==> src/pkg/tmr_pkg.sv <==
// Register map, field layouts and encodings of the asynchronous timer output block
package tmr_pkg;

    // Register byte addresses on the APB
    localparam logic [7:0] ADDR_CTRL_A = 8'hB0;
    localparam logic [7:0] ADDR_CTRL_B = 8'hB4;
    localparam logic [7:0] ADDR_CMP_A  = 8'hB8;
    localparam logic [7:0] ADDR_CMP_B  = 8'hBC;
    localparam logic [7:0] ADDR_ASYNC  = 8'hC0;
    localparam logic [7:0] ADDR_GTC    = 8'hC4;
    localparam logic [7:0] ADDR_COUNT  = 8'hC8;

    // Field positions
    localparam int CTRL_B_TOP_BIT  = 3;
    localparam int ASYNC_EXT_BIT   = 6;
    localparam int ASYNC_SEL_BIT   = 5;
    localparam int GTC_PSR_BIT     = 1;

    // Reset values and counter landmarks
    localparam logic [7:0] CTRL_A_RESET = 8'h00;
    localparam logic [7:0] CTRL_A_WMASK = 8'hF3;
    localparam logic [7:0] CNT_BOTTOM   = 8'h00;
    localparam logic [7:0] CNT_MAX      = 8'hFF;
    localparam logic [9:0] PRE_RESET    = 10'h000;

    // Nominal oscillator figures, for reference only
    localparam int OSC_CRYSTAL_HZ = 32768;
    localparam int OSC_EXT_HZ     = 32000;

    // Control register A layout
    typedef struct packed {
        logic [1:0] com_a;
        logic [1:0] com_b;
        logic [1:0] rsv;
        logic [1:0] wgm_lo;
    } ctrl_a_s;

    // Waveform modes, top bit first
    typedef enum logic [2:0] {
        WM_NORMAL  = 3'b000,
        WM_PC_FF   = 3'b001,
        WM_CTC     = 3'b010,
        WM_FAST_FF = 3'b011,
        WM_RSV4    = 3'b100,
        WM_PC_OCR  = 3'b101,
        WM_RSV6    = 3'b110,
        WM_FAST_OC = 3'b111
    } wave_e;

    // Output pin actions
    typedef enum logic [1:0] {
        ACT_NONE = 2'b00,
        ACT_TOG  = 2'b01,
        ACT_CLR  = 2'b10,
        ACT_SET  = 2'b11
    } act_e;

endpackage

==> src/rtl/async_timer_prescaler_compare_output.sv <==
// Timer clock source, prescaler, counter and two compare-output waveform channels
`timescale 1ns/1ps
module async_timer_prescaler_compare_output
    import tmr_pkg::*;
(
    // APB clock and reset
    input  wire logic        pclk,
    input  wire logic        presetn,
    // APB slave
    input  wire logic        psel,
    input  wire logic        penable,
    input  wire logic        pwrite,
    input  wire logic [7:0]  paddr,
    input  wire logic [31:0] pwdata,
    output logic      [31:0] prdata,
    output logic             pready,
    output logic             pslverr,
    // Oscillator pins
    input  wire logic        osc_in_pin,
    output logic             osc_out_pin_o,
    output logic             osc_out_pin_oe,
    output logic             osc_pins_detached,
    // Port data-direction bits of the two wave pins
    input  wire logic        chan_a_dir,
    input  wire logic        chan_b_dir,
    // Wave outputs
    output logic             chan_a_wave_out,
    output logic             chan_a_wave_oe,
    output logic             chan_a_port_override,
    output logic             chan_b_wave_out,
    output logic             chan_b_wave_oe,
    output logic             chan_b_port_override
);

    // Tap decode of the prescaler
    function automatic logic tap_hit(input logic [2:0] cs, input logic src,
                                     input logic [9:0] pre);
        logic hit;
        hit = 1'b0;
        case (cs)
            3'd0:    hit = 1'b0;
            3'd1:    hit = src;
            3'd2:    hit = src & (&pre[2:0]);
            3'd3:    hit = src & (&pre[4:0]);
            3'd4:    hit = src & (&pre[5:0]);
            3'd5:    hit = src & (&pre[6:0]);
            3'd6:    hit = src & (&pre[7:0]);
            default: hit = src & (&pre[9:0]);
        endcase
        return hit;
    endfunction

    // Output action of one channel for the present count
    function automatic act_e chan_act(input logic [1:0] com, input logic pwm_tog,
                                      input wave_e wm, input logic [7:0] cnt,
                                      input logic [7:0] ocr, input logic [7:0] top,
                                      input logic down);
        logic match;
        logic at_top;
        logic special;
        act_e act;
        match   = (cnt == ocr);
        at_top  = (cnt == top);
        special = (ocr == top) && com[1];
        act     = ACT_NONE;
        case (wm)
            WM_FAST_FF, WM_FAST_OC:
            begin
                if (com == 2'b01)
                begin
                    if (pwm_tog && match)
                        act = ACT_TOG;
                end
                else if (com[1])
                begin
                    if (match && !special)
                        act = com[0] ? ACT_SET : ACT_CLR;
                    else if (at_top)
                        act = com[0] ? ACT_CLR : ACT_SET;
                end
            end
            WM_PC_FF, WM_PC_OCR:
            begin
                if (com == 2'b01)
                begin
                    if (pwm_tog && match)
                        act = ACT_TOG;
                end
                else if (com[1])
                begin
                    if (special)
                    begin
                        if (at_top)
                            act = com[0] ? ACT_CLR : ACT_SET;
                    end
                    else if (match)
                    begin
                        if (down && cnt != CNT_BOTTOM) // The turn at BOTTOM acts as up-count
                            act = com[0] ? ACT_CLR : ACT_SET;
                        else
                            act = com[0] ? ACT_SET : ACT_CLR;
                    end
                end
            end
            default:
            begin
                if (match)
                    act = act_e'(com);
            end
        endcase
        return act;
    endfunction

    // Apply an action to a pin level
    function automatic logic apply_act(input act_e act, input logic cur);
        logic nv;
        nv = cur;
        case (act)
            ACT_TOG: nv = ~cur;
            ACT_CLR: nv = 1'b0;
            ACT_SET: nv = 1'b1;
            default: nv = cur;
        endcase
        return nv;
    endfunction

    // Software-visible state
    ctrl_a_s     ctrl_a;
    logic        wgm_top;
    logic [2:0]  clk_sel;
    logic [7:0]  cmp_a;
    logic [7:0]  cmp_b;
    logic        async_sel;
    logic        ext_clk_en;
    logic        psr_pulse;

    // Timer state
    logic [9:0]  pre;
    logic [7:0]  cnt;
    logic        down;
    logic        osc_s1;
    logic        osc_s2;
    logic        osc_s3;

    // Bus decode
    wire         acc     = psel & penable;
    wire         wr_take = acc & pwrite & pready;
    wire         hit_a   = (paddr == ADDR_CTRL_A);
    wire         hit_b   = (paddr == ADDR_CTRL_B);
    wire         hit_ca  = (paddr == ADDR_CMP_A);
    wire         hit_cb  = (paddr == ADDR_CMP_B);
    wire         hit_as  = (paddr == ADDR_ASYNC);
    wire         hit_gt  = (paddr == ADDR_GTC);
    wire         hit_cn  = (paddr == ADDR_COUNT);
    wire         mapped  = hit_a | hit_b | hit_ca | hit_cb | hit_as | hit_gt | hit_cn;

    // Read mux; reserved bits stay zero
    logic [7:0]  rd_byte;
    assign rd_byte = hit_a  ? (ctrl_a & CTRL_A_WMASK) :
                     hit_b  ? {4'h0, wgm_top, clk_sel} :
                     hit_ca ? cmp_a :
                     hit_cb ? cmp_b :
                     hit_as ? {1'b0, ext_clk_en, async_sel, 5'h00} :
                     hit_cn ? cnt : 8'h00;

    // Source tick: every pclk when synchronous, else a synced osc edge
    wire         osc_edge = osc_s2 & ~osc_s3;
    wire         src_tick = async_sel ? osc_edge : 1'b1;
    wire         tmr_tick = tap_hit(clk_sel, src_tick, pre);

    // Mode and TOP selection
    wire wave_e  wmode   = wave_e'({wgm_top, ctrl_a.wgm_lo});
    wire         pc_mode = (wmode == WM_PC_FF) | (wmode == WM_PC_OCR);
    wire         ocr_top = (wmode == WM_CTC) | (wmode == WM_PC_OCR) | (wmode == WM_FAST_OC);
    wire [7:0]   top     = ocr_top ? cmp_a : CNT_MAX;

    // Counter step
    logic [7:0]  next_cnt;
    logic        next_down;
    always_comb
    begin
        next_cnt  = cnt;
        next_down = down;
        if (pc_mode)
        begin
            if (down && cnt == CNT_BOTTOM)
            begin
                next_down = 1'b0;
                next_cnt  = cnt + 8'h01;
            end
            else if (!down && cnt >= top)
            begin
                next_down = 1'b1;
                next_cnt  = cnt - 8'h01;
            end
            else
                next_cnt = down ? cnt - 8'h01 : cnt + 8'h01;
        end
        else
        begin
            next_down = 1'b0;
            next_cnt  = (cnt == top) ? CNT_BOTTOM : cnt + 8'h01;
        end
    end

    // Channel actions
    wire act_e   act_a = chan_act(ctrl_a.com_a, wgm_top, wmode, cnt, cmp_a, top, down);
    wire act_e   act_b = chan_act(ctrl_a.com_b, 1'b0, wmode, cnt, cmp_b, top, down);
    wire         ovr_a = |ctrl_a.com_a;
    wire         ovr_b = |ctrl_a.com_b;

    // APB handshake: one wait state, then answer
    always_ff @(posedge pclk or negedge presetn)
    begin
        if (!presetn)
        begin
            pready  <= 1'b0;
            prdata  <= 32'h0000_0000;
            pslverr <= 1'b0;
        end
        else
        begin
            pready  <= acc & ~pready;
            prdata  <= (acc & ~pwrite & ~pready) ? {24'h00_0000, rd_byte} : 32'h0000_0000;
            pslverr <= acc & ~pready & ~mapped;
        end
    end

    // Register writes
    always_ff @(posedge pclk or negedge presetn)
    begin
        if (!presetn)
        begin
            ctrl_a     <= CTRL_A_RESET;
            wgm_top    <= 1'b0;
            clk_sel    <= 3'b000;
            cmp_a      <= 8'h00;
            cmp_b      <= 8'h00;
            async_sel  <= 1'b0;
            ext_clk_en <= 1'b0;
            psr_pulse  <= 1'b0;
        end
        else
        begin
            psr_pulse <= wr_take & hit_gt & pwdata[GTC_PSR_BIT];
            if (wr_take & hit_a)
                ctrl_a <= pwdata[7:0] & CTRL_A_WMASK;
            if (wr_take & hit_b)
            begin
                wgm_top <= pwdata[CTRL_B_TOP_BIT];
                clk_sel <= pwdata[2:0];
            end
            if (wr_take & hit_ca)
                cmp_a <= pwdata[7:0];
            if (wr_take & hit_cb)
                cmp_b <= pwdata[7:0];
            if (wr_take & hit_as)
            begin
                async_sel  <= pwdata[ASYNC_SEL_BIT];
                ext_clk_en <= pwdata[ASYNC_EXT_BIT];
            end
        end
    end

    // Oscillator pin synchroniser; s1 feeds only s2
    always_ff @(posedge pclk or negedge presetn)
    begin
        if (!presetn)
        begin
            osc_s1 <= 1'b0;
            osc_s2 <= 1'b0;
            osc_s3 <= 1'b0;
        end
        else
        begin
            osc_s1 <= osc_in_pin;
            osc_s2 <= osc_s1;
            osc_s3 <= osc_s2;
        end
    end

    // Prescaler; a reset request clears it so the phase is known
    always_ff @(posedge pclk or negedge presetn)
    begin
        if (!presetn)
            pre <= PRE_RESET;
        else if (psr_pulse)
            pre <= PRE_RESET;
        else if (src_tick)
            pre <= pre + 10'h001;
    end

    // Counter; a software write wins over a timer tick
    always_ff @(posedge pclk or negedge presetn)
    begin
        if (!presetn)
        begin
            cnt  <= CNT_BOTTOM;
            down <= 1'b0;
        end
        else if (wr_take & hit_cn)
            cnt <= pwdata[7:0];
        else if (tmr_tick)
        begin
            cnt  <= next_cnt;
            down <= next_down;
        end
    end

    // Wave levels change only on timer ticks
    always_ff @(posedge pclk or negedge presetn)
    begin
        if (!presetn)
        begin
            chan_a_wave_out <= 1'b0;
            chan_b_wave_out <= 1'b0;
        end
        else if (tmr_tick)
        begin
            chan_a_wave_out <= apply_act(act_a, chan_a_wave_out);
            chan_b_wave_out <= apply_act(act_b, chan_b_wave_out);
        end
    end

    // Pin override, driver enables and oscillator pins; only a crystal gets the far pin driven
    always_ff @(posedge pclk or negedge presetn)
    begin
        if (!presetn)
        begin
            chan_a_port_override <= 1'b0;
            chan_b_port_override <= 1'b0;
            chan_a_wave_oe       <= 1'b0;
            chan_b_wave_oe       <= 1'b0;
            osc_pins_detached    <= 1'b0;
            osc_out_pin_oe       <= 1'b0;
            osc_out_pin_o        <= 1'b0;
        end
        else
        begin
            chan_a_port_override <= ovr_a;
            chan_b_port_override <= ovr_b;
            chan_a_wave_oe       <= ovr_a & chan_a_dir;
            chan_b_wave_oe       <= ovr_b & chan_b_dir;
            osc_pins_detached    <= async_sel;
            osc_out_pin_oe       <= async_sel & ~ext_clk_en;
            osc_out_pin_o        <= ~osc_s2;
        end
    end

endmodule

==> config.mk <==
export PLATFORM = sky130hd
export DESIGN_NAME = async_timer_prescaler_compare_output
export DESIGN_NICKNAME = d
export VERILOG_FILES = /design/src/pkg/tmr_pkg.sv /design/src/rtl/async_timer_prescaler_compare_output.sv
export SDC_FILE = /design/constraint.sdc
export NUM_CORES = 1
export LEC_CHECK = 0
export ABC_AREA = 1
export BUFFER_PORTS_ARGS = -buffer_cell sky130_fd_sc_hd__buf_4
export CAP_MARGIN = 10
export CORE_MARGIN = 4
export CORE_UTILIZATION = 45
export CTS_BUF_LIST = sky130_fd_sc_hd__clkbuf_4 sky130_fd_sc_hd__clkbuf_8
export DETAILED_ROUTE_END_ITERATION = 10
export GPL_TIMING_DRIVEN = 0
export PLACE_DENSITY = 0.68
export RECOVER_POWER = 25
export SYNTH_ARGS = -nofsm -noshare
export SYNTH_HDL_FRONTEND = slang
export SYNTH_SLANG_ARGS = --single-unit
==> constraint.sdc <==
create_clock -name pclk -period 7.73 [get_ports pclk]
set_clock_uncertainty 0.1 [all_clocks]
set_input_delay 0.773 -clock pclk [delete_from_list [all_inputs] [get_ports pclk]]
set_output_delay 0.773 -clock pclk [all_outputs]
set_load 0.1 [all_outputs]
==> results of run 1 <==
power by group through the flow:
stage / Sequential (µW) / Combinational, µW / Clock, µW
2_1_floorplan: 418 / 142 / 0
4_1_cts: 409 / 193 / 297
6_report: 410 / 192 / 292
5_1_grt: 413 / 214 / 314
3_5_place_dp: 416 / 192 / 0
3_3_place_gp: 414 / 185 / 0
cell usage after synthesis (2+ instances only):
master	count
a211oi_1	2
a21oi_1	20
a31oi_1	3
buf_4	24
buf_6	2
clkbuf_1	4
dfrtp_1	70
ha_1	14
inv_1	91
inv_2	4
nand2_1	157
nand2_4	2
nand3_1	32
nand3_2	4
nand4_1	23
nor2_1	39
nor2_2	4
nor3_1	12
nor4_2	2
o211ai_1	5
o21a_1	2
o21ai_0	50
o21ai_1	2
o221ai_1	8
o22ai_1	9
xnor2_1	3
xor2_1	8
sequential cells by signal, indices dropped and copies added (netlist names), 3 cells and up:
signal   count
clk_sel      3
cnt          8
ctrl_a       6
pre         10
cmp_a        8
cmp_b        8
prdata       8
cells by family (layout without fill, tap and decap cells):
family	count (synthesis)	after routing	synth area share
XOR/XNOR	11	11	0.0213
other	1	24	0.000830
AO/OA/AOI/OAI	108	108	0.140
flip-flops	70	70	0.388
adder cells (fa/ha/maj)	14	14	0.0388
buffers and inverters	127	185	0.129
AND/OR/NAND/NOR	282	282	0.282
worst max path at each step:
stage / startpoint / endpoint / slack [ns] / cells past startpoint
after global placement: ctrl_a[0] / cnt[3] / 4.56 / 18
after floorplan: ctrl_a[0] / cnt[6] / 5.07 / 19
after global routing: presetn / cnt[7] / 3.02 / 1
after detailed placement: ctrl_a[0] / cnt[6] / 4.52 / 19
after CTS: ctrl_a[0] / cnt[6] / 4.51 / 19
final: presetn / cnt[7] / 3.88 / 1
through the flow:
stage | setup slack (ns) | instances
floorplan | 5.07 | 636
global placement | 4.56 | 811
detailed placement | 4.52 | 811
CTS | 4.51 | 827
global route | 3.02 | 827
finish | 3.88 | 827
metal layers:
| metal | track usage | share of wire | vias up |
|---|---|---|---|
| met3 | 0.0293 | 0.070 | 28 |
| li1 | - | - | 2120 |
| met5 | 0 | 0 | - |
| met4 | 0.0875 | 0.027 | 0 |
| met1 | 0.310 | 0.43 | 2026 |
| met2 | 0.389 | 0.47 | 170 |
cell usage in the layout, fill, tap and decap left out, types with 8 or more instances in the layout:
master,n
nand3_1,32
dfrtp_1,70
conb_1,24
o21ai_0,50
xor2_1,8
inv_1,91
clkbuf_8,9
buf_4,63
nor2_1,39
nor3_1,12
a21oi_1,20
ha_1,14
o22ai_1,9
nand4_1,23
nand2_1,157
o221ai_1,8
cell type report:
cell class | instances | area [µm²]
multi-input combinational | 439 | 2270
buffer | 31 | 223
fill | 958 | 4510
inverter | 96 | 360
timing repair buffer | 42 | 312
clock inverter | 7 | 65.1
sequential | 70 | 1750
tap | 133 | 166
clock buffer | 9 | 124
==> results.py, run 1 <==
metrics = {
    "sta": {
        "setup_viol": 0,
        "rsz0062_at_grt": "false",
        "final.min_clock_period_ns": 3.85,
        "tns_ns": 0,
        "tightest_slew_ns": 3.70,
        "fin_crit_sh": 0.498,
        "slew_viol_final": 71,
        "fmax_mhz": 260,
        "slew_headroom": -1.47,
        "hold_viol": 0,
        "hold_slack_ns": 0.258,
    },
    "synthesis": {
        "synthTopCellsByArea": "dfrtp_1 39%, nand2_1 13%, inv_1 7.6%, o21ai_0 5.5%, buf_4 4.0%",
        "syn_inst": 613,
        "synth_edf_count": 0,
        "async_flop_share": 1.00,
        "syn_area_per_cell_um2": 7.37,
        "ys_ff_latch": 70,
        "synth-main-ff-cell": "dfrtp_1",
        "synth_cell_types": 44,
        "synth_warnings": 0,
        "yosysTopAreaCellShare": 0.388,
        "synth.largest_area_cell": "dfrtp_1",
        "ys_seq_area_frac": 0.388,
        "syn_area_um2": 4520,
    },
    "cts": {
        "ctsResizeCount": 0,
        "clock_latency_ns": 0.37,
        "htree_levels": 3,
        "cts_tree": "built",
        "clk_pin_slew_worst_paths_ns": 0.09,
        "numCtsBuffers": 9,
        "cts_hold_buffers": 0,
        "cts.path.max_buffers": 2,
        "root_buffer": "clkbuf_8",
        "clkSinkCount": 70,
        "postCtsSetupBuffers": 0,
    },
    "floorplanning": {
        "die_h_um": 108,
        "rows": 36,
        "io_pins": 91,
        "core_area_um2": 9770,
        "die_area_um2": 11700,
        "die_w_um": 108,
        "start_util": 0.462,
    },
    "global_route": {
        "grt_pass1_vias": 4161,
        "antenna_found_initial": 0,
        "grt_max_degree": 71,
        "track_usage": 0.233,
        "overflow": 0,
        "grt_pass1_wl_um": 21100,
    },
    "cells_and_area": {
        "stdcell_area_um2": 5270,
        "areaGrowthSynthToFinish_pct": 16.7,
        "drive_gt1_frac": 0.153,
        "fin_nets": 751,
        "diodes": 0,
        "final_util": 0.539,
    },
    "worst_hold_path": {
        "worstHoldEndpoint": "osc_s2",
        "hp-class": "flop to flop",
        "hp-start": "osc_s1",
        "hold_depth": 0,
    },
    "route": {
        "dr.pass1.iters": 5,
        "vias": 4344,
        "drt_iter0_markers": 365,
        "avgRoutedWirePerCell_um": 15.7,
        "final_antenna_net_count": 0,
        "via_per_inst": 5.25,
        "drc": 0,
        "drt_wl_total_um": 13000,
    },
    "setup_path": {
        "crit_buf_inv": 1,
        "cp-end-kind": "async pin",
        "crit_family": "buffers and inverters",
        "r2r-end": "cnt[3]",
        "timing.rr.start": "ctrl_a[0]",
        "reg2reg_slack_ns": 4.49,
        "slowest_stage": "clkbuf_1",
        "reg2reg_depth": 18,
        "crit_required_ns": 7.26,
        "worstPathCellList": "clkbuf_1",
        "start_kind": "input pin",
        "max_stage_delay_ns": 2.56,
        "crit_fanout": 70,
        "crit_type": "input pin to async pin",
        "arrival_ns": 3.38,
    },
    "place": {
        "port_buffers": 42,
        "hpwlAfterDp_um": 10200,
        "placed_area_um2": 5080,
        "gp_congestion": 1.03,
    },
    "outcome": {
        "violations": "capacitance limit, slew limit",
        "status": "finished, violations left",
    },
    "pwr": {
        "p_comb_frac": 0.215,
        "irDropWorstVdd_v": 0.000122,
        "power_density_nw_per_um2": 170,
        "power_switching_uw": 323,
        "p_leak_uw": 0.00265,
        "swShare": 0.362,
        "p_total_uw": 893,
        "cellInternalPower_uw": 570,
        "power_frac_seq": 0.459,
        "p_clk_frac": 0.327,
    },
    "flow_run": {
        "drv_cap": 1,
    },
}
No activity file was read; power rests on OpenSTA's default activity.
==> run 2, diff against run 1 <==
==> constraint.sdc (replaced) <==
create_clock -name pclk -period 3.74 [get_ports pclk]
set_clock_uncertainty 0.1 [all_clocks]
set_input_delay 0.374 -clock pclk [delete_from_list [all_inputs] [get_ports pclk]]
set_output_delay 0.374 -clock pclk [all_outputs]
set_load 0.1 [all_outputs]
==> results.py, run 2 (synthesized netlist as in run 1, its figures left out) <==
metrics = {
    "cts": {
        "cts_tree": "built",
        "cts.path.max_buffers": 2,
        "root_buffer": "clkbuf_8",
        "htree_levels": 3,
        "clk_pin_slew_worst_paths_ns": 0.09,
        "ctsResizeCount": 0,
        "clkSinkCount": 70,
        "postCtsSetupBuffers": 0,
        "clock_latency_ns": 0.37,
        "numCtsBuffers": 9,
        "cts_hold_buffers": 0,
    },
    "cells_and_area": {
        "fillers": 957,
        "fin_nets": 751,
        "final_common_cell": "nand2_1",
        "diodes": 0,
        "mostFrequentLayoutCells": "157 x nand2_1, 91 x inv_1, 70 x dfrtp_1",
        "drive_gt1_frac": 0.154,
        "stdcell_count": 827,
        "areaGrowthSynthToFinish_pct": 16.7,
        "largest_reg_flops": 10,
        "largest_register": "pre",
    },
    "global_route": {
        "grt_pass1_wl_um": 21100,
        "grt-busiest-layer": "met2",
        "grt_max_degree": 71,
        "met3_usage": 0.0293,
        "antenna_found_initial": 0,
        "use_met2": 0.389,
        "track_usage": 0.233,
        "grt_pass1_vias": 4161,
        "met1_usage": 0.310,
        "overflow": 0,
    },
    "route": {
        "final_antenna_net_count": 0,
        "drc": 0,
        "via_per_inst": 5.27,
        "dr.pass1.iters": 6,
        "avgRoutedWirePerCell_um": 15.7,
        "drt_iter0_markers": 365,
        "vias": 4356,
        "drt_wl_total_um": 13000,
    },
    "place": {
        "place_inst": 811,
        "hpwlAfterDp_um": 10200,
        "gp_congestion": 1.03,
        "port_buffers": 42,
    },
    "floorplanning": {
        "die_area_um2": 11700,
        "rows": 36,
        "io_pins": 91,
        "start_util": 0.462,
        "core_area_um2": 9770,
        "die_h_um": 108,
        "die_w_um": 108,
    },
    "sta": {
        "rsz0062_at_grt": "false",
        "slew_viol_final": 71,
        "fmax_mhz": 309,
        "final.min_clock_period_ns": 3.23,
        "tightest_slew_ns": 1.72,
        "slew_headroom": -0.149,
        "fin_crit_sh": 0.865,
        "setup_viol": 0,
        "tns_ns": 0,
        "hold_viol": 0,
    },
    "worst_hold_path": {
        "hold_depth": 1,
        "hp-class": "input pin to flop",
    },
    "setup_path": {
        "start_kind": "flop",
        "arrival_ns": 3.35,
        "crit_fanout": 10,
        "reg2reg_depth": 18,
        "worstPathCellList": "inv_2, nand2_2, nand2_4, buf_6, nand3_2, inv_1, ha_1, nand2_1, inv_1, nand3_1, nor2_1, inv_1, o2111ai_1, nor2_1, nor2_4, inv_1, o211ai_1, o221ai_1",
        "crit_required_ns": 3.86,
        "max_stage_delay_ns": 0.47,
        "crit_type": "flop to flop",
        "cp-end-kind": "flop",
        "crit_path_frequent_cell": "inv_1",
        "slowest_stage": "dfrtp_1",
    },
    "pwr": {
        "power_density_nw_per_um2": 350,
        "p_leak_uw": 0.00266,
        "irDropWorstVdd_v": 0.000251,
    },
    "outcome": {
        "violations": "capacitance limit, slew limit",
        "status": "finished, violations left",
    },
    "flow_run": {
        "drv_cap": 1,
    },
}
==> run 2: final timing paths <==
kind	to	slack (ns)	start
min in group asynchronous	chan_a_wave_out	0.36	presetn
max in group asynchronous	cnt[7]	2.15	presetn
setup reg to reg	cnt[3]	0.51	ctrl_a[0]
setup / recovery	cnt[3]	0.51	ctrl_a[0]
hold reg to reg	osc_s2	0.26	osc_s1
hold / removal	osc_s1	0.04	osc_in_pin
==> run 2: metrics by stage <==
| stage | worst slack [ns] | power, µW | area, µm² | hold WS (ns) | utilization |
|---|---|---|---|---|---|
| 2_1_floorplan | 1.08 | 1160 | 4600 | -0.0216 | - |
| 3_3_place_gp | 0.570 | 1240 | 5080 | 0.236 | 0.520 |
| 3_5_place_dp | 0.526 | 1260 | 5080 | 0.237 | 0.520 |
| 4_1_cts | 0.522 | 1860 | 5270 | 0.00828 | 0.539 |
| 5_1_grt | 0.200 | 1950 | 5270 | 0.0274 | 0.539 |
| 6_report | 0.506 | 1850 | 5270 | 0.0401 | 0.539 |
==> run 2: power by group <==
| group | internal, µW | switching (µW) |
|---|---|---|
| registers | 804 | 42.0 |
| logic | 117 | 279 |
| clock network | 257 | 347 |
| total | 1180 | 668 |
==> run 2: routing by layer <==
| layer | up-vias | routed length, µm |
|---|---|---|
| met5 | - | 0 |
| met4 | 0 | 346 |
| met3 | 27 | 888 |
| met2 | 173 | 6100 |
| met1 | 2037 | 5610 |
| li1 | 2119 | - |
==> run 2: area by class of cell <==
cell class	instances	area [µm²]	share of cell area
inverters	96	360	0.0684
clock inverters	7	65.1	0.0123
clock buffers	9	124	0.0235
repair buffers	42	313	0.0594
well taps	133	166	0.0316
plain buffers	31	223	0.0423
multi-input cells	439	2270	0.430
flip-flops and latches	70	1750	0.332
==> run 2: critical path: cells and delay by family (launching register included) <==
kind	cells	cell delay [ns]
compound gates	3	0.51
fa+ha+maj	1	0.28
buf+inv	6	0.74
flops	1	0.47
simple gates	8	1.00
==> run 3, diff against run 2 <==
--- a/config.mk
+++ b/config.mk
@@ -13,7 +13,7 @@
 export CTS_BUF_LIST = sky130_fd_sc_hd__clkbuf_4 sky130_fd_sc_hd__clkbuf_8
 export DETAILED_ROUTE_END_ITERATION = 10
 export GPL_TIMING_DRIVEN = 0
-export PLACE_DENSITY = 0.68
+export PLACE_DENSITY = 0.67
 export RECOVER_POWER = 25
 export SYNTH_ARGS = -nofsm -noshare
 export SYNTH_HDL_FRONTEND = slang
==> results.py, run 3 (synthesized netlist as in run 1, its figures left out) <==
metrics = {
    "sta": {
        "fin_crit_sh": 0.857,
        "tightest_slew_ns": 1.73,
        "tns_ns": 0,
        "layout_setup_ws_ns": 0.534,
        "fmax_mhz": 312,
        "final.min_clock_period_ns": 3.21,
        "hold_viol": 0,
        "slew_viol_final": 71,
        "setup_viol": 0,
        "rsz0062_at_grt": "false",
        "slew_headroom": -0.151,
    },
    "cts": {
        "cts_tree": "built",
        "clock_latency_ns": 0.37,
        "postCtsSetupBuffers": 0,
        "cts_hold_buffers": 0,
        "htree_levels": 3,
        "numCtsBuffers": 9,
        "clkSinkCount": 70,
        "ctsResizeCount": 0,
        "clk_pin_slew_worst_paths_ns": 0.10,
        "root_buffer": "clkbuf_8",
        "cts.path.max_buffers": 2,
    },
    "cells_and_area": {
        "fin_nets": 752,
        "fillers": 958,
        "drive_gt1_frac": 0.154,
        "diodes": 0,
        "largest_reg_flops": 10,
        "multi_input_area_um2": 2270,
        "areaGrowthSynthToFinish_pct": 17.0,
        "seq_area_um2": 1750,
        "largest_register": "pre",
        "final_common_cell": "nand2_1",
        "mostFrequentLayoutCells": "157 x nand2_1, 91 x inv_1, 70 x dfrtp_1",
    },
    "floorplanning": {
        "io_pins": 91,
        "start_util": 0.462,
        "die_h_um": 108,
        "die_w_um": 108,
        "die_area_um2": 11700,
        "rows": 36,
        "core_area_um2": 9770,
    },
    "setup_path": {
        "max_stage_delay_ns": 0.48,
        "cp-end-kind": "flop",
        "reg2reg_slack_ns": 0.53,
        "crit_required_ns": 3.87,
        "worstPathCellList": "inv_2, nand2_2, nand2_4, buf_6, nand3_2, inv_1, ha_1, nand2_1, inv_1, nand3_1, nor2_1, inv_1, o2111ai_1, nor2_1, nor2_4, inv_1, o211ai_1, o221ai_1",
        "slowest_stage": "dfrtp_1",
        "crit_fanout": 10,
        "start_kind": "flop",
        "timing.rr.start": "ctrl_a[0]",
        "crit_path_frequent_cell": "inv_1",
        "reg2reg_depth": 18,
        "crit_type": "flop to flop",
        "arrival_ns": 3.33,
        "r2r-end": "cnt[3]",
    },
    "outcome": {
        "violations": "DRC, capacitance limit, slew limit",
        "status": "finished, violations left",
    },
    "place": {
        "gp_congestion": 1.03,
        "hpwlAfterDp_um": 10200,
        "port_buffers": 42,
        "pre_cts_slack_ns": 0.550,
    },
    "pwr": {
        "irDropWorstVdd_v": 0.000237,
        "p_leak_uw": 0.00266,
        "power_density_nw_per_um2": 352,
    },
    "route": {
        "final_antenna_net_count": 0,
        "drc": 1,
        "drt_iter0_markers": 357,
        "vias": 4406,
        "dr.pass1.iters": 8,
        "avgRoutedWirePerCell_um": 15.7,
        "via_per_inst": 5.32,
        "drt_wl_total_um": 13000,
    },
    "worst_hold_path": {
        "hold_depth": 2,
        "hp-start": "chan_b_dir",
        "hp-class": "input pin to flop",
        "worstHoldEndpoint": "chan_b_wave_oe",
    },
    "global_route": {
        "antenna_found_initial": 0,
        "grt_max_degree": 71,
        "track_usage": 0.233,
        "overflow": 0,
        "grt_pass1_vias": 4212,
        "grt_pass1_wl_um": 21000,
    },
    "flow_run": {
        "drv_cap": 1,
    },
}
==> run 3: cell count changes in the layout (fill, tap and decap cells not counted), sizes merged <==
cell	previous run	this run
inv	99	101
dlygate4sd3	0	1
clkinv	3	1
==> run 3: routing by layer <==
layer | global-route usage | part of all wire | vias to the layer above
met2 | 0.362 | 0.44 | 212
met4 | 0.131 | 0.048 | 0
li1 | - | - | 2127
met1 | 0.310 | 0.43 | 2019
met3 | 0.0382 | 0.079 | 48
met5 | 0 | 0 | -
==> run 3: area by class of cell <==
type                       count  area share
buffer                        31      0.0422
clock inverter                 7      0.0128
multi-input combinational    439       0.429
timing repair buffer          43      0.0611
clock buffer                   9      0.0234
sequential                    70       0.332
inverter                      96      0.0682
tap                          133      0.0315
==> run 3: worst max-delay path by stage <==
stage,from,endpoint,cells after the start
6_report,ctrl_a[0],cnt[3],18
5_1_grt,ctrl_a[0],cnt[3],18
4_1_cts,ctrl_a[0],cnt[3],18
3_5_place_dp,ctrl_a[0],cnt[3],18
3_3_place_gp,ctrl_a[0],cnt[3],18
2_1_floorplan,ctrl_a[0],cnt[6],19
==> run 3: critical path, delay by kind of cell, from the launching register on <==
family | cells | cell delay (ns)
buffers and inverters | 6 | 0.71
and+or+nand+nor | 8 | 0.99
DFF | 1 | 0.48
AOI/OAI and AO/OA | 3 | 0.51
adders and majority gates | 1 | 0.28
==> run 3: report_power, final <==
part | total (µW) | internal [µW] | switching [µW]
Sequential | 847 | 804 | 42.4
Clock | 618 | 262 | 356
Combinational | 394 | 118 | 277
==> run 3: metrics by stage <==
step	area (µm²)	util	hold slack (ns)	total power, µW	cells
floorplan	4600	-	-0.0216	1160	636
global placement	5080	0.520	0.236	1240	811
detailed placement	5080	0.520	0.264	1250	811
CTS	5280	0.540	0.0000203	1870	827
global route	5280	0.540	0.120	1960	828
finish	5280	0.540	0.121	1860	828
